<file path="src/hdl/hbc_pkg.sv">
/*
  Package for the half-bridge driver controller: timing counts and state encoding.
  Assumes a 125 MHz system clock.
*/
`default_nettype none
package hbc_pkg;
  // ==========================================================================
  // Timing
  // ==========================================================================
  localparam int unsigned CLK_MHZ          = 125;
  localparam int unsigned STARTUP_PULSE_US = 15;     // Least start-up pulse width
  localparam int unsigned STARTUP_PULSE_CYC = STARTUP_PULSE_US * CLK_MHZ; // 1875, rounds exactly
  localparam int unsigned CNT_W            = 12;

  // ==========================================================================
  // Controller states (Gray along the usual path)
  // ==========================================================================
  typedef enum logic [2:0] {
    HBC_IDLE    = 3'b000,
    HBC_CLR_PRE = 3'b001,
    HBC_CHARGE  = 3'b011,
    HBC_CLR_END = 3'b010,
    HBC_RUN     = 3'b110
  } hbc_state_e;
endpackage : hbc_pkg
`default_nettype wire

</file>
<file path="src/hdl/hbc_ctrl.sv">
/*
  Controller outside a half-bridge gate driver: start-up sequence, drive inputs,
  fault clear pulses, hard stop and freeze on the shared open-drain lines.
  Assumes the driver's lines are synchronous to sys_clk_i (sampled directly).
*/
//
// Summary of operation
// - In run state, controller does not start a fault clear pulse while sync line shows soft turn-off.
// - Fault clear never held high continuously in run state.
// - Fault clear held active at power-up until supplies are established.
// - Start-up: clear high, low input high, low input low, then clear low.
// - Low input pulse and clear pulse each last at least 15 us.
// - Pulling fault/shutdown line low forces hard stop; line is wired-OR.
`timescale 1ns/10ps
`default_nettype none
module hbc_ctrl
  import hbc_pkg::*;
(
  input  wire logic sys_clk_i,
  input  wire logic rst_n_i,
  input  wire logic supply_ok_i,          // Supplies established
  input  wire logic start_i,              // Pulse: run start-up
  input  wire logic high_req_i,           // Wanted high-side state
  input  wire logic low_req_i,            // Wanted low-side state
  input  wire logic hard_stop_i,          // Force hard stop
  input  wire logic freeze_i,             // Freeze outputs, in run state only
  input  wire logic clear_req_i,          // Pulse: clear latched fault
  input  wire logic fault_shutdown_line_i,
  input  wire logic sync_fault_line_i,
  output logic      high_in_o,
  output logic      low_in_o,
  output logic      fault_clear_in_o,
  output logic      fault_shutdown_line_o,
  output logic      fault_shutdown_line_oe_o,
  output logic      sync_fault_line_o,
  output logic      sync_fault_line_oe_o,
  output logic      running_o,
  output logic      fault_seen_o,
  output logic      soft_turnoff_seen_o
);
  // ==========================================================================
  // Start-up sequencer
  // ==========================================================================
  hbc_state_e             state_q;
  logic       [CNT_W-1:0] cnt_q;
  logic                   cnt_done;
  logic                   step_timed;
  logic                   clr_busy_q;
  logic       [CNT_W-1:0] clr_cnt_q;
  logic                   soft_active;
  logic                   clear_want;
  logic                   low_want;
  logic                   high_want;

  // Timer end marks the least pulse width of one start-up step
  assign cnt_done    = (cnt_q == CNT_W'(STARTUP_PULSE_CYC - 1));
  assign step_timed  = (state_q == HBC_CLR_PRE) || (state_q == HBC_CHARGE) || (state_q == HBC_CLR_END);
  // A low sync line that we do not pull is a driver in soft turn-off
  assign soft_active = !sync_fault_line_i && !sync_fault_line_oe_o;

  // Step sequencer: each timed step moves on only when the step timer runs out
  always_ff @(posedge sys_clk_i or negedge rst_n_i) begin
    if (!rst_n_i) begin
      state_q <= HBC_IDLE;
    end else begin
      case (state_q)
        HBC_IDLE: begin
          if (start_i && supply_ok_i) begin
            state_q <= HBC_CLR_PRE;
          end
        end
        HBC_CLR_PRE: begin
          if (cnt_done) begin
            state_q <= HBC_CHARGE;
          end
        end
        HBC_CHARGE: begin
          if (cnt_done) begin
            state_q <= HBC_CLR_END;
          end
        end
        HBC_CLR_END: begin
          if (cnt_done) begin
            state_q <= HBC_RUN;
          end
        end
        HBC_RUN: begin
          // Supply loss drops back to idle, where the clear is held again
          if (!supply_ok_i) begin
            state_q <= HBC_IDLE;
          end
        end
        default: begin
          state_q <= HBC_IDLE;
        end
      endcase
    end
  end

  // Step timer: runs in the timed steps only and restarts at each step change, so no count carries over
  always_ff @(posedge sys_clk_i or negedge rst_n_i) begin
    if (!rst_n_i) begin
      cnt_q <= '0;
    end else if (!step_timed || cnt_done) begin
      cnt_q <= '0;
    end else begin
      cnt_q <= cnt_q + CNT_W'(1);
    end
  end

  // ==========================================================================
  // Fault clear pulse in run state
  // ==========================================================================
  // One finite pulse only; a held clear would stop the driver latching faults
  always_ff @(posedge sys_clk_i or negedge rst_n_i) begin
    if (!rst_n_i) begin
      clr_busy_q <= 1'b0;
      clr_cnt_q  <= '0;
    end else if (state_q != HBC_RUN) begin
      clr_busy_q <= 1'b0;
      clr_cnt_q  <= '0;
    end else if (clr_busy_q) begin
      if (clr_cnt_q == CNT_W'(STARTUP_PULSE_CYC - 1)) begin
        clr_busy_q <= 1'b0;
      end
      clr_cnt_q <= clr_cnt_q + CNT_W'(1);
    end else if (clear_req_i && !soft_active) begin
      clr_busy_q <= 1'b1;
      clr_cnt_q  <= '0;
    end
  end

  // ==========================================================================
  // Pin drive, registered
  // ==========================================================================
  // Clear stands high through idle and all of start-up, dropping only after the low input has
  // fallen; the price is that the driver cannot latch faults while we wait in idle for start_i
  assign clear_want = (state_q == HBC_IDLE)
                   || (state_q == HBC_CLR_PRE) || (state_q == HBC_CHARGE)
                   || (state_q == HBC_CLR_END)
                   || (state_q == HBC_RUN && clr_busy_q);
  // Both requests high asks for neither side, so the driver never sees both inputs high
  assign low_want   = (state_q == HBC_CHARGE) ||
                      (state_q == HBC_RUN && low_req_i && !high_req_i);
  assign high_want  = (state_q == HBC_RUN && high_req_i && !low_req_i);

  // Fault clear pin
  always_ff @(posedge sys_clk_i or negedge rst_n_i) begin
    if (!rst_n_i) begin
      fault_clear_in_o <= 1'b0;
    end else begin
      fault_clear_in_o <= clear_want;
    end
  end

  // Low-side drive input: the charge step, or a low request in run
  always_ff @(posedge sys_clk_i or negedge rst_n_i) begin
    if (!rst_n_i) begin
      low_in_o <= 1'b0;
    end else begin
      low_in_o <= low_want;
    end
  end

  // High-side drive input: only in run, never during the bootstrap charge
  always_ff @(posedge sys_clk_i or negedge rst_n_i) begin
    if (!rst_n_i) begin
      high_in_o <= 1'b0;
    end else begin
      high_in_o <= high_want;
    end
  end

  // Fault/shutdown line: pulled low only while a hard stop is asked for; peers share it wired-OR
  always_ff @(posedge sys_clk_i or negedge rst_n_i) begin
    if (!rst_n_i) begin
      fault_shutdown_line_oe_o <= 1'b0;
    end else begin
      fault_shutdown_line_oe_o <= hard_stop_i;
    end
  end

  // Sync line: freeze is pulled only in run, where holding the gates means something
  always_ff @(posedge sys_clk_i or negedge rst_n_i) begin
    if (!rst_n_i) begin
      sync_fault_line_oe_o <= 1'b0;
    end else begin
      sync_fault_line_oe_o <= freeze_i && (state_q == HBC_RUN);
    end
  end

  // Open-drain lines: only ever drive low
  assign fault_shutdown_line_o = 1'b0;
  assign sync_fault_line_o     = 1'b0;

  // ==========================================================================
  // Run flag and status seen on the shared lines
  // ==========================================================================
  // Run flag for the user side
  always_ff @(posedge sys_clk_i or negedge rst_n_i) begin
    if (!rst_n_i) begin
      running_o <= 1'b0;
    end else begin
      running_o <= (state_q == HBC_RUN);
    end
  end

  // A low fault line not driven by us is a driver fault or supply undervolt
  always_ff @(posedge sys_clk_i or negedge rst_n_i) begin
    if (!rst_n_i) begin
      fault_seen_o <= 1'b0;
    end else begin
      fault_seen_o <= !fault_shutdown_line_i && !fault_shutdown_line_oe_o;
    end
  end

  // Soft turn-off seen; a freeze of our own is masked out
  always_ff @(posedge sys_clk_i or negedge rst_n_i) begin
    if (!rst_n_i) begin
      soft_turnoff_seen_o <= 1'b0;
    end else begin
      soft_turnoff_seen_o <= soft_active;
    end
  end
endmodule // hbc_ctrl
`default_nettype wire

</file>
<file path="config.mk">
export PLATFORM = sky130hd
export DESIGN_NAME = hbc_ctrl
export DESIGN_NICKNAME = d
export VERILOG_FILES = /design/src/hdl/hbc_pkg.sv /design/src/hdl/hbc_ctrl.sv
export SDC_FILE = /design/constraint.sdc
export NUM_CORES = 1
export LEC_CHECK = 0
export ABC_AREA = 1
export ABC_CLOCK_PERIOD_IN_PS = 2900
export BUFFER_PORTS_ARGS = -buffer_cell sky130_fd_sc_hd__buf_4
export CAP_MARGIN = 40
export CORE_MARGIN = 4
export CORE_UTILIZATION = 45
export CTS_CLUSTER_DIAMETER = 120
export DETAILED_ROUTE_END_ITERATION = 10
export GPL_TIMING_DRIVEN = 0
export SYNTH_ARGS = -nofsm -noshare
export SYNTH_HDL_FRONTEND = slang
export SYNTH_SLANG_ARGS = --single-unit
</file>
<file path="constraint.sdc">
create_clock -name sys_clk_i -period 2.9 [get_ports sys_clk_i]
set_input_delay 0.725 -clock sys_clk_i [delete_from_list [all_inputs] [get_ports sys_clk_i]]
set_output_delay 0.725 -clock sys_clk_i [all_outputs]
set_load 0.01 [all_outputs]
</file>
==> metrics.txt, run 1 <==
# TYPE chip_impl_metric gauge
chip_impl_info{name="status",value="finished clean"} 1
chip_impl_metric{name="dp.final_hpwl",unit="mm"} 2.705
chip_impl_metric{name="synth_seq_area_share",unit=""} 0.4790
chip_impl_info{name="timing.critical_path.cells",value="buf_4"} 1
chip_impl_metric{name="ctsHoldBuffers",unit=""} 0
chip_impl_metric{name="hold_viol",unit=""} 0
chip_impl_metric{name="post_synth_fa_ha_maj_area_fraction",unit=""} 0.02661
chip_impl_metric{name="drtPass1Iterations",unit=""} 7
chip_impl_metric{name="synthToLayoutAreaGrowth",unit="%"} 14.84
chip_impl_metric{name="p_int",unit="W"} 0.0006809
chip_impl_metric{name="worst_path_largest_cell_delay",unit="ns"} 0.39
chip_impl_metric{name="initial_core_util",unit=""} 0.4668
chip_impl_metric{name="die_height",unit="um"} 72.65
chip_impl_metric{name="gr-total-overflow",unit=""} 0
chip_impl_metric{name="synth.distinct_cells",unit=""} 33
chip_impl_metric{name="ir_drop",unit="uV"} 266.3
chip_impl_metric{name="drt_wl_total",unit="mm"} 3.687
chip_impl_metric{name="ys_ff_latch",unit=""} 36
chip_impl_metric{name="first_global_vias",unit=""} 1487
chip_impl_info{name="clockRootBuffer",value="clkbuf_8"} 1
chip_impl_metric{name="cp.arrival",unit="ns"} 0.82
chip_impl_metric{name="input_output_buffers",unit=""} 18
chip_impl_metric{name="cts.repair_timing.setup_buffer_count",unit=""} 0
chip_impl_metric{name="via_count",unit=""} 1483
chip_impl_metric{name="cell_area_reported_after_detailed_placement",unit="mm2"} 0.002082
chip_impl_metric{name="finalNonFillerCells",unit=""} 305
chip_impl_info{name="synth-main-ff-cell",value="dfrtp_1"} 1
chip_impl_info{name="timing_worst_setup_path_type",value="reg2out"} 1
chip_impl_metric{name="number_of_enable_flip_flop_cells_after_synthesis",unit=""} 0
chip_impl_metric{name="grt_antenna_before_repair",unit=""} 0
chip_impl_metric{name="post-route-drc-count",unit=""} 0
chip_impl_info{name="slowest_stage",value="dfrtp_1"} 1
chip_impl_metric{name="wl_per_cell",unit="um"} 12.09
chip_impl_metric{name="final_max_slew_viol_count",unit=""} 0
chip_impl_metric{name="placed_cells_incl_taps",unit=""} 298
chip_impl_metric{name="sequentialPowerShare",unit=""} 0.584
chip_impl_metric{name="dieArea",unit="mm2"} 0.005277
chip_impl_metric{name="fin_worst_hold_slack",unit="ns"} 0.3889
chip_impl_metric{name="via_per_inst",unit=""} 4.862
chip_impl_info{name="cpLargestDelayFamily",value="flip-flops"} 1
chip_impl_metric{name="grt_first_pass_wirelength",unit="mm"} 6.713
chip_impl_metric{name="post-route-period-util",unit=""} 0.5315
chip_impl_metric{name="antenna_cells_inserted",unit=""} 0
chip_impl_metric{name="final_layout_size_suffix_gt1_frac",unit=""} 0.1725
chip_impl_metric{name="report.final.setup_viol",unit=""} 0
chip_impl_metric{name="setup_total_negative_slack",unit="ns"} 0
chip_impl_metric{name="ctsLongestPathBuffers",unit=""} 2
chip_impl_info{name="end_kind",value="primary output"} 1
chip_impl_metric{name="boundaryPins",unit=""} 21
chip_impl_info{name="rsz0062_at_grt",value="no"} 1
chip_impl_metric{name="stdcell_area",unit="mm2"} 0.002160
chip_impl_metric{name="post_synth_inst_count",unit=""} 229
chip_impl_metric{name="switching_share",unit=""} 0.2126
chip_impl_metric{name="critical_path_peak_fanout",unit=""} 3
chip_impl_metric{name="clk_pin_slew",unit="ns"} 0.07
chip_impl_metric{name="worst_case_reg_to_reg_path_depth",unit=""} 7
chip_impl_metric{name="maximum_number_of_pins_on_one_net_before_global_route_repair",unit=""} 37
chip_impl_info{name="synth_top_family_by_area",value="simple AND/OR/NAND/NOR gates"} 1
chip_impl_metric{name="htreeDepth",unit=""} 2
chip_impl_metric{name="post_synthesis_async_set_or_reset_flop_share",unit=""} 1.000
chip_impl_metric{name="worst_clock_skew",unit="ns"} 0.004968
chip_impl_metric{name="max_cap_viol_count",unit=""} 0
chip_impl_info{name="worst_setup_path_start_kind",value="register"} 1
chip_impl_info{name="tritoncts",value="built"} 1
chip_impl_metric{name="postLayoutCoreUtil",unit=""} 0.5360
chip_impl_metric{name="tritoncts.num_buffers",unit=""} 5
chip_impl_metric{name="power_frac_clock",unit=""} 0.381
chip_impl_metric{name="synth_area_per_cell",unit="um2"} 8.212
chip_impl_metric{name="clock_latency_reported_for_the_late_side_of_the_worst_skew_pair",unit="ns"} 0.28
chip_impl_metric{name="critical_path_required",unit="ns"} 2.17
chip_impl_metric{name="net_switching",unit="W"} 0.0001838
chip_impl_info{name="worst_hold_path_type",value="in2async"} 1
chip_impl_metric{name="die_w",unit="um"} 72.65
chip_impl_metric{name="fmax",unit="GHz"} 0.6488
chip_impl_metric{name="detail-route-antenna-nets",unit=""} 0
chip_impl_metric{name="period_minus_slack",unit="ns"} 1.541
chip_impl_metric{name="fp-row-count",unit=""} 23
chip_impl_metric{name="p_per_area",unit="mW/mm2"} 400.4
chip_impl_metric{name="core_area",unit="mm2"} 0.004029
chip_impl_metric{name="fin_nets",unit=""} 270
chip_impl_metric{name="grt_usage",unit=""} 0.1621
chip_impl_metric{name="cts_num_sinks",unit=""} 36
chip_impl_metric{name="compound_gate_fraction_of_synth_area",unit=""} 0.07186
chip_impl_metric{name="cp.depth",unit=""} 1
chip_impl_metric{name="synthSimpleGateAreaFrac",unit=""} 0.3167
chip_impl_metric{name="cellLeakagePower",unit="nW"} 1.022
chip_impl_metric{name="place.gp.congestion",unit=""} 0.8279
chip_impl_metric{name="post_cts_resize_count",unit=""} 0
chip_impl_metric{name="critical_path_buf_inv_count",unit=""} 1
chip_impl_metric{name="muxShareOfSynthArea",unit=""} 0
chip_impl_metric{name="dr.first_iter.drc_count",unit=""} 113
chip_impl_metric{name="post_synth_instance_area",unit="mm2"} 0.001881
chip_impl_metric{name="ys_warn_count",unit=""} 0
chip_impl_metric{name="synth_xor_xnor_area_share",unit=""} 0.01863
chip_impl_metric{name="p_comb_frac",unit=""} 0.035
-- kinds of logic (layout without fill, tap and decap cells) --
logic type                 count (synthesis)  in the layout
and+or+nand+nor                          127            127
DFF                                       36             36
buffers and inverters                     34             59
AOI/OAI and AO/OA                         23             23
adders and majority gates                  4              4
xor gates and xnor gates                   4              4
other                                      1              2
-- metrics by stage --
stage / setup WS [ns] / power [W]
6_report: 1.359 / 0.0008647
5_1_grt: 1.198 / 0.0009007
4_1_cts: 1.342 / 0.0008819
3_5_place_dp: 1.179 / 0.0005459
3_3_place_gp: 1.205 / 0.0005455
2_1_floorplan: 1.485 / 0.0005210
-- flip-flops by register name, summed over array words and instances (netlist names) --
name                      cells
clr_cnt_q                    12
soft_turnoff_seen_o           1
low_in_o                      1
high_in_o                     1
clr_busy_q                    1
cnt_q                        12
sync_fault_line_oe_o          1
fault_clear_in_o              1
state_q                       3
fault_seen_o                  1
fault_shutdown_line_oe_o      1
running_o                     1
-- cells in the final DEF (no fill, tap or decap), types with 2 or more instances in the layout --
cell type / Yosys / routed
o21bai_1: 2 / 2
conb_1: 1 / 2
nand2_1: 51 / 51
ha_1: 4 / 4
a21oi_1: 4 / 4
nor3_1: 7 / 7
inv_1: 27 / 27
xor2_1: 3 / 3
dfrtp_1: 36 / 36
clkbuf_8: 0 / 5
nor3_2: 2 / 2
nor2_2: 3 / 3
buf_4: 2 / 20
nor3b_1: 3 / 3
nand3b_1: 2 / 2
nand2_2: 3 / 3
o21ai_0: 11 / 11
nand3_1: 16 / 16
nor2_1: 29 / 29
nand4_1: 9 / 9
clkinv_2: 1 / 2
-- layer usage --
layer / vias to the layer above / wire length [um] / GRT usage
li1: 781 / - / -
met1: 667 / 1918 / 0.2361
met2: 29 / 1520 / 0.2305
met3: 6 / 194 / 0.04132
met4: 0 / 54 / 0.06352
met5: - / 0 / 0
-- power groups by stage --
stage | clock (W) | sequential, W | combinational (W)
after global placement | 0 | 0.000514 | 0.0000311
final | 0.000330 | 0.000505 | 0.0000302
after CTS | 0.000346 | 0.000505 | 0.0000315
after global routing | 0.000361 | 0.000505 | 0.0000351
after floorplan | 0 | 0.000516 | 0.00000539
after detailed placement | 0 | 0.000514 | 0.0000315
-- area by class of cell --
| cell class | count | area (um2) |
|---|---|---|
| Clock buffer | 6 | 72.57 |
| Tap cell | 50 | 62.56 |
| Sequential cell | 36 | 900.9 |
| Fill cell | 399 | 1869 |
| Clock inverter | 1 | 5.005 |
| Multi-Input combinational cell | 160 | 823.3 |
| Buffer | 4 | 41.29 |
| Inverter | 30 | 118.9 |
| Timing Repair Buffer | 18 | 135.1 |
-- Yosys cell counts (2+ instances only) --
cell | number | area (um2)
a21oi_1 | 4 | 20.02
buf_4 | 2 | 15.01
dfrtp_1 | 36 | 900.9
ha_1 | 4 | 50.05
inv_1 | 27 | 101.4
nand2_1 | 51 | 191.4
nand2_2 | 3 | 18.77
nand3_1 | 16 | 80.08
nand3b_1 | 2 | 15.01
nand4_1 | 9 | 56.30
nor2_1 | 29 | 108.9
nor2_2 | 3 | 18.77
nor3_1 | 7 | 35.03
nor3_2 | 2 | 20.02
nor3b_1 | 3 | 22.52
o21ai_0 | 11 | 55.05
o21bai_1 | 2 | 15.01
xor2_1 | 3 | 26.28
-- worst paths after layout --
path | end | slack [ns] | startpoint
hold / removal | cnt_q[9] | 0.39 | rst_n_i
setup reg to reg | cnt_q[10] | 1.39 | cnt_q[0]
hold reg to reg | fault_seen_o | 0.43 | fault_shutdown_line_oe_o
min in group sys_clk_i | fault_seen_o | 0.43 | fault_shutdown_line_oe_o
max in group asynchronous | clr_cnt_q[10] | 2.19 | rst_n_i
setup / recovery | sync_fault_line_oe_o | 1.36 | sync_fault_line_oe_o
Note: power is estimated with default switching activity, not from simulation.
==> inputs of run 2 (changes only) <==
Settings changed: ABC_CLOCK_PERIOD_IN_PS 2900 to 1200, PLACE_DENSITY from default to 0.66.
Clock period 2.9 ns to 1.2 ns, I/O delays scaled along.
==> run 2 against run 1 <==
Clock power increased to 2.7 times the previous value; cell area increased by 19%; critical path depth increased by 5; die area unchanged; critical endpoint is now clr_cnt_q[6]; sequential share of layout area decreased by 6.6 points; the flow now finishes with violations (setup timing); via count increased by 13%; worst setup slack got worse by 1.6 ns; sequential power increased by 140%; hold slack got worse by 0.27 ns.
==> metrics.txt, run 2 (synthesized netlist as in run 1, its figures left out) <==
# TYPE chip_impl_metric gauge
chip_impl_metric{name="place.gp.congestion",unit=""} 0.8245
chip_impl_metric{name="final_critical_path_setup_slack",unit="ns"} -0.2291
chip_impl_metric{name="via_per_inst",unit=""} 5.120
chip_impl_metric{name="critical_path_buf_inv_count",unit=""} 1
chip_impl_info{name="end_kind",value="register"} 1
chip_impl_metric{name="grt_usage",unit=""} 0.1534
chip_impl_metric{name="fp-row-count",unit=""} 23
chip_impl_metric{name="placed_cells_incl_taps",unit=""} 298
chip_impl_metric{name="report.final.setup_viol",unit=""} 23
chip_impl_info{name="commonest_cells_after_routing_fill_and_taps_aside",value="47 x nand2_1, 33 x buf_4, 32 x dfrtp_1, 23 x inv_1, 21 x nor2_1"} 1
chip_impl_metric{name="drtPass1Iterations",unit=""} 4
chip_impl_info{name="cpLargestDelayFamily",value="flip-flops"} 1
chip_impl_metric{name="via_count",unit=""} 1669
chip_impl_metric{name="maximum_number_of_pins_on_one_net_before_global_route_repair",unit=""} 37
chip_impl_metric{name="dr.first_iter.drc_count",unit=""} 110
chip_impl_metric{name="boundaryPins",unit=""} 21
chip_impl_info{name="worst_hold_path_type",value="in2reg"} 1
chip_impl_info{name="worst_setup_path_start_kind",value="register"} 1
chip_impl_metric{name="post-route-period-util",unit=""} 1.191
chip_impl_metric{name="detail-route-antenna-nets",unit=""} 0
chip_impl_metric{name="max_cap_viol_count",unit=""} 0
chip_impl_metric{name="finalNonFillerCells",unit=""} 326
chip_impl_metric{name="postLayoutCoreUtil",unit=""} 0.6398
chip_impl_metric{name="tritoncts.num_buffers",unit=""} 5
chip_impl_info{name="clockRootBuffer",value="clkbuf_8"} 1
chip_impl_metric{name="grt_first_pass_wirelength",unit="mm"} 6.341
chip_impl_info{name="worstReg2RegStart",value="clr_cnt_q[0]"} 1
chip_impl_metric{name="fmax",unit="GHz"} 0.6998
chip_impl_metric{name="hold_viol",unit=""} 0
chip_impl_metric{name="drt_wl_total",unit="mm"} 4.415
chip_impl_metric{name="antenna_cells_inserted",unit=""} 0
chip_impl_metric{name="critical_path_required",unit="ns"} 1.38
chip_impl_metric{name="final_layout_size_suffix_gt1_frac",unit=""} 0.3696
chip_impl_metric{name="initial_core_util",unit=""} 0.4668
chip_impl_metric{name="synthToLayoutAreaGrowth",unit="%"} 37.06
chip_impl_info{name="hold_path_startpoint",value="hard_stop_i"} 1
chip_impl_metric{name="wl_per_cell",unit="um"} 13.54
chip_impl_metric{name="core_area",unit="mm2"} 0.004029
chip_impl_metric{name="p_per_area",unit="mW/mm2"} 851.1
chip_impl_metric{name="htreeDepth",unit=""} 2
chip_impl_info{name="status",value="finished, violations left"} 1
chip_impl_metric{name="worst_path_largest_cell_delay",unit="ns"} 0.46
chip_impl_info{name="layout.cells.most_common",value="nand2_1"} 1
chip_impl_metric{name="clock_latency_reported_for_the_late_side_of_the_worst_skew_pair",unit="ns"} 0.29
chip_impl_metric{name="ctsLongestPathBuffers",unit=""} 2
chip_impl_info{name="violated_checks",value="setup timing"} 1
chip_impl_info{name="tritoncts",value="built"} 1
chip_impl_info{name="slowest_stage",value="dfrtp_2"} 1
chip_impl_metric{name="post-route-drc-count",unit=""} 0
chip_impl_metric{name="ir_drop",unit="uV"} 565.3
chip_impl_info{name="biggestRegsByFlops",value="clr_cnt_q (12), cnt_q (12), state_q (3)"} 1
chip_impl_metric{name="grt_antenna_before_repair",unit=""} 0
chip_impl_metric{name="final_max_slew_viol_count",unit=""} 0
chip_impl_metric{name="dieArea",unit="mm2"} 0.005277
chip_impl_metric{name="fin_nets",unit=""} 290
chip_impl_metric{name="clk_pin_slew",unit="ns"} 0.08
chip_impl_info{name="rsz0062_at_grt",value="yes"} 1
chip_impl_metric{name="die_height",unit="um"} 72.65
chip_impl_metric{name="cts_num_sinks",unit=""} 36
chip_impl_metric{name="gr-total-overflow",unit=""} 0
chip_impl_metric{name="worst_clock_skew",unit="ns"} 0.01173
chip_impl_metric{name="die_w",unit="um"} 72.65
chip_impl_info{name="timing.critical_path.from",value="clr_cnt_q[0]"} 1
chip_impl_metric{name="first_global_vias",unit=""} 1484
chip_impl_metric{name="cellLeakagePower",unit="nW"} 1.141
chip_impl_metric{name="cp.arrival",unit="ns"} 1.61
chip_impl_metric{name="critical_path_peak_fanout",unit=""} 3
chip_impl_metric{name="period_minus_slack",unit="ns"} 1.429
chip_impl_info{name="timing.critical_path.cells",value="ha_4, nand4_1, buf_4, nor2_4, a21oi_1, nor2_1"} 1
chip_impl_info{name="timing_worst_setup_path_type",value="reg2reg"} 1
chip_impl_metric{name="input_output_buffers",unit=""} 18
chip_impl_metric{name="dp.final_hpwl",unit="mm"} 2.562
-- run 2: repair_timing --
| action | in CTS | in global routing |
|---|---|---|
| setup endpoints to repair | 28 | 28 |
| hold buffers | 1 | 0 |
| pin swaps | 4 | 22 |
| buffers inserted | 6 | 10 |
| hold endpoints to repair | 36 | 0 |
| gates cloned | 0 | 3 |
| gates resized for setup | 4 | 63 |
-- run 2: final cells by class --
class	instances	area [um2]
plain buffers	4	45.04
clock buffers	8	90.09
fillers	345	1451
inverters	30	130.1
multi-input cells	161	1017
flip-flops and latches	36	905.9
well taps	50	62.56
repair buffers	37	326.6
-- run 2: routing by layer --
metal | track usage | part of all wire | vias up
li1 | - | - | 835
met1 | 0.2035 | 0.43 | 779
met2 | 0.2385 | 0.51 | 44
met3 | 0.03719 | 0.040 | 11
met4 | 0.06762 | 0.025 | 0
met5 | 0 | 0 | -
-- run 2: per-stage QoR --
step	TNS, ns	setup WS, ns	hold slack [ns]	area [um2]	power (W)
2_1_floorplan	-0.2476	-0.05316	0.004409	1889	0.001259
3_3_place_gp	-2.583	-0.1871	0.2903	2087	0.001317
3_5_place_dp	-2.907	-0.1894	0.2911	2087	0.001318
4_1_cts	-2.892	-0.1547	0.1162	2242	0.002208
5_1_grt	-5.859	-0.3327	0.1143	2577	0.002274
6_report	-2.741	-0.2291	0.1199	2577	0.002194
-- run 2: worst paths after layout --
path | end | slack [ns] | cells after the start
min | fault_shutdown_line_oe_o | 0.12 | 1
min in group asynchronous | clr_cnt_q[5] | 0.49 | 2
max reg2reg | clr_cnt_q[6] | -0.23 | 6
min reg2reg | fault_seen_o | 0.42 | 1
max | clr_cnt_q[6] | -0.23 | 6
max in group asynchronous | state_q[2] | 0.35 | 2
-- run 2: power breakdown --
group | switching [W] | internal, W
Sequential | 0.00000162 | 0.00122
Clock | 0.000427 | 0.000468
Combinational | 0.0000428 | 0.0000356
Total | 0.000472 | 0.00172
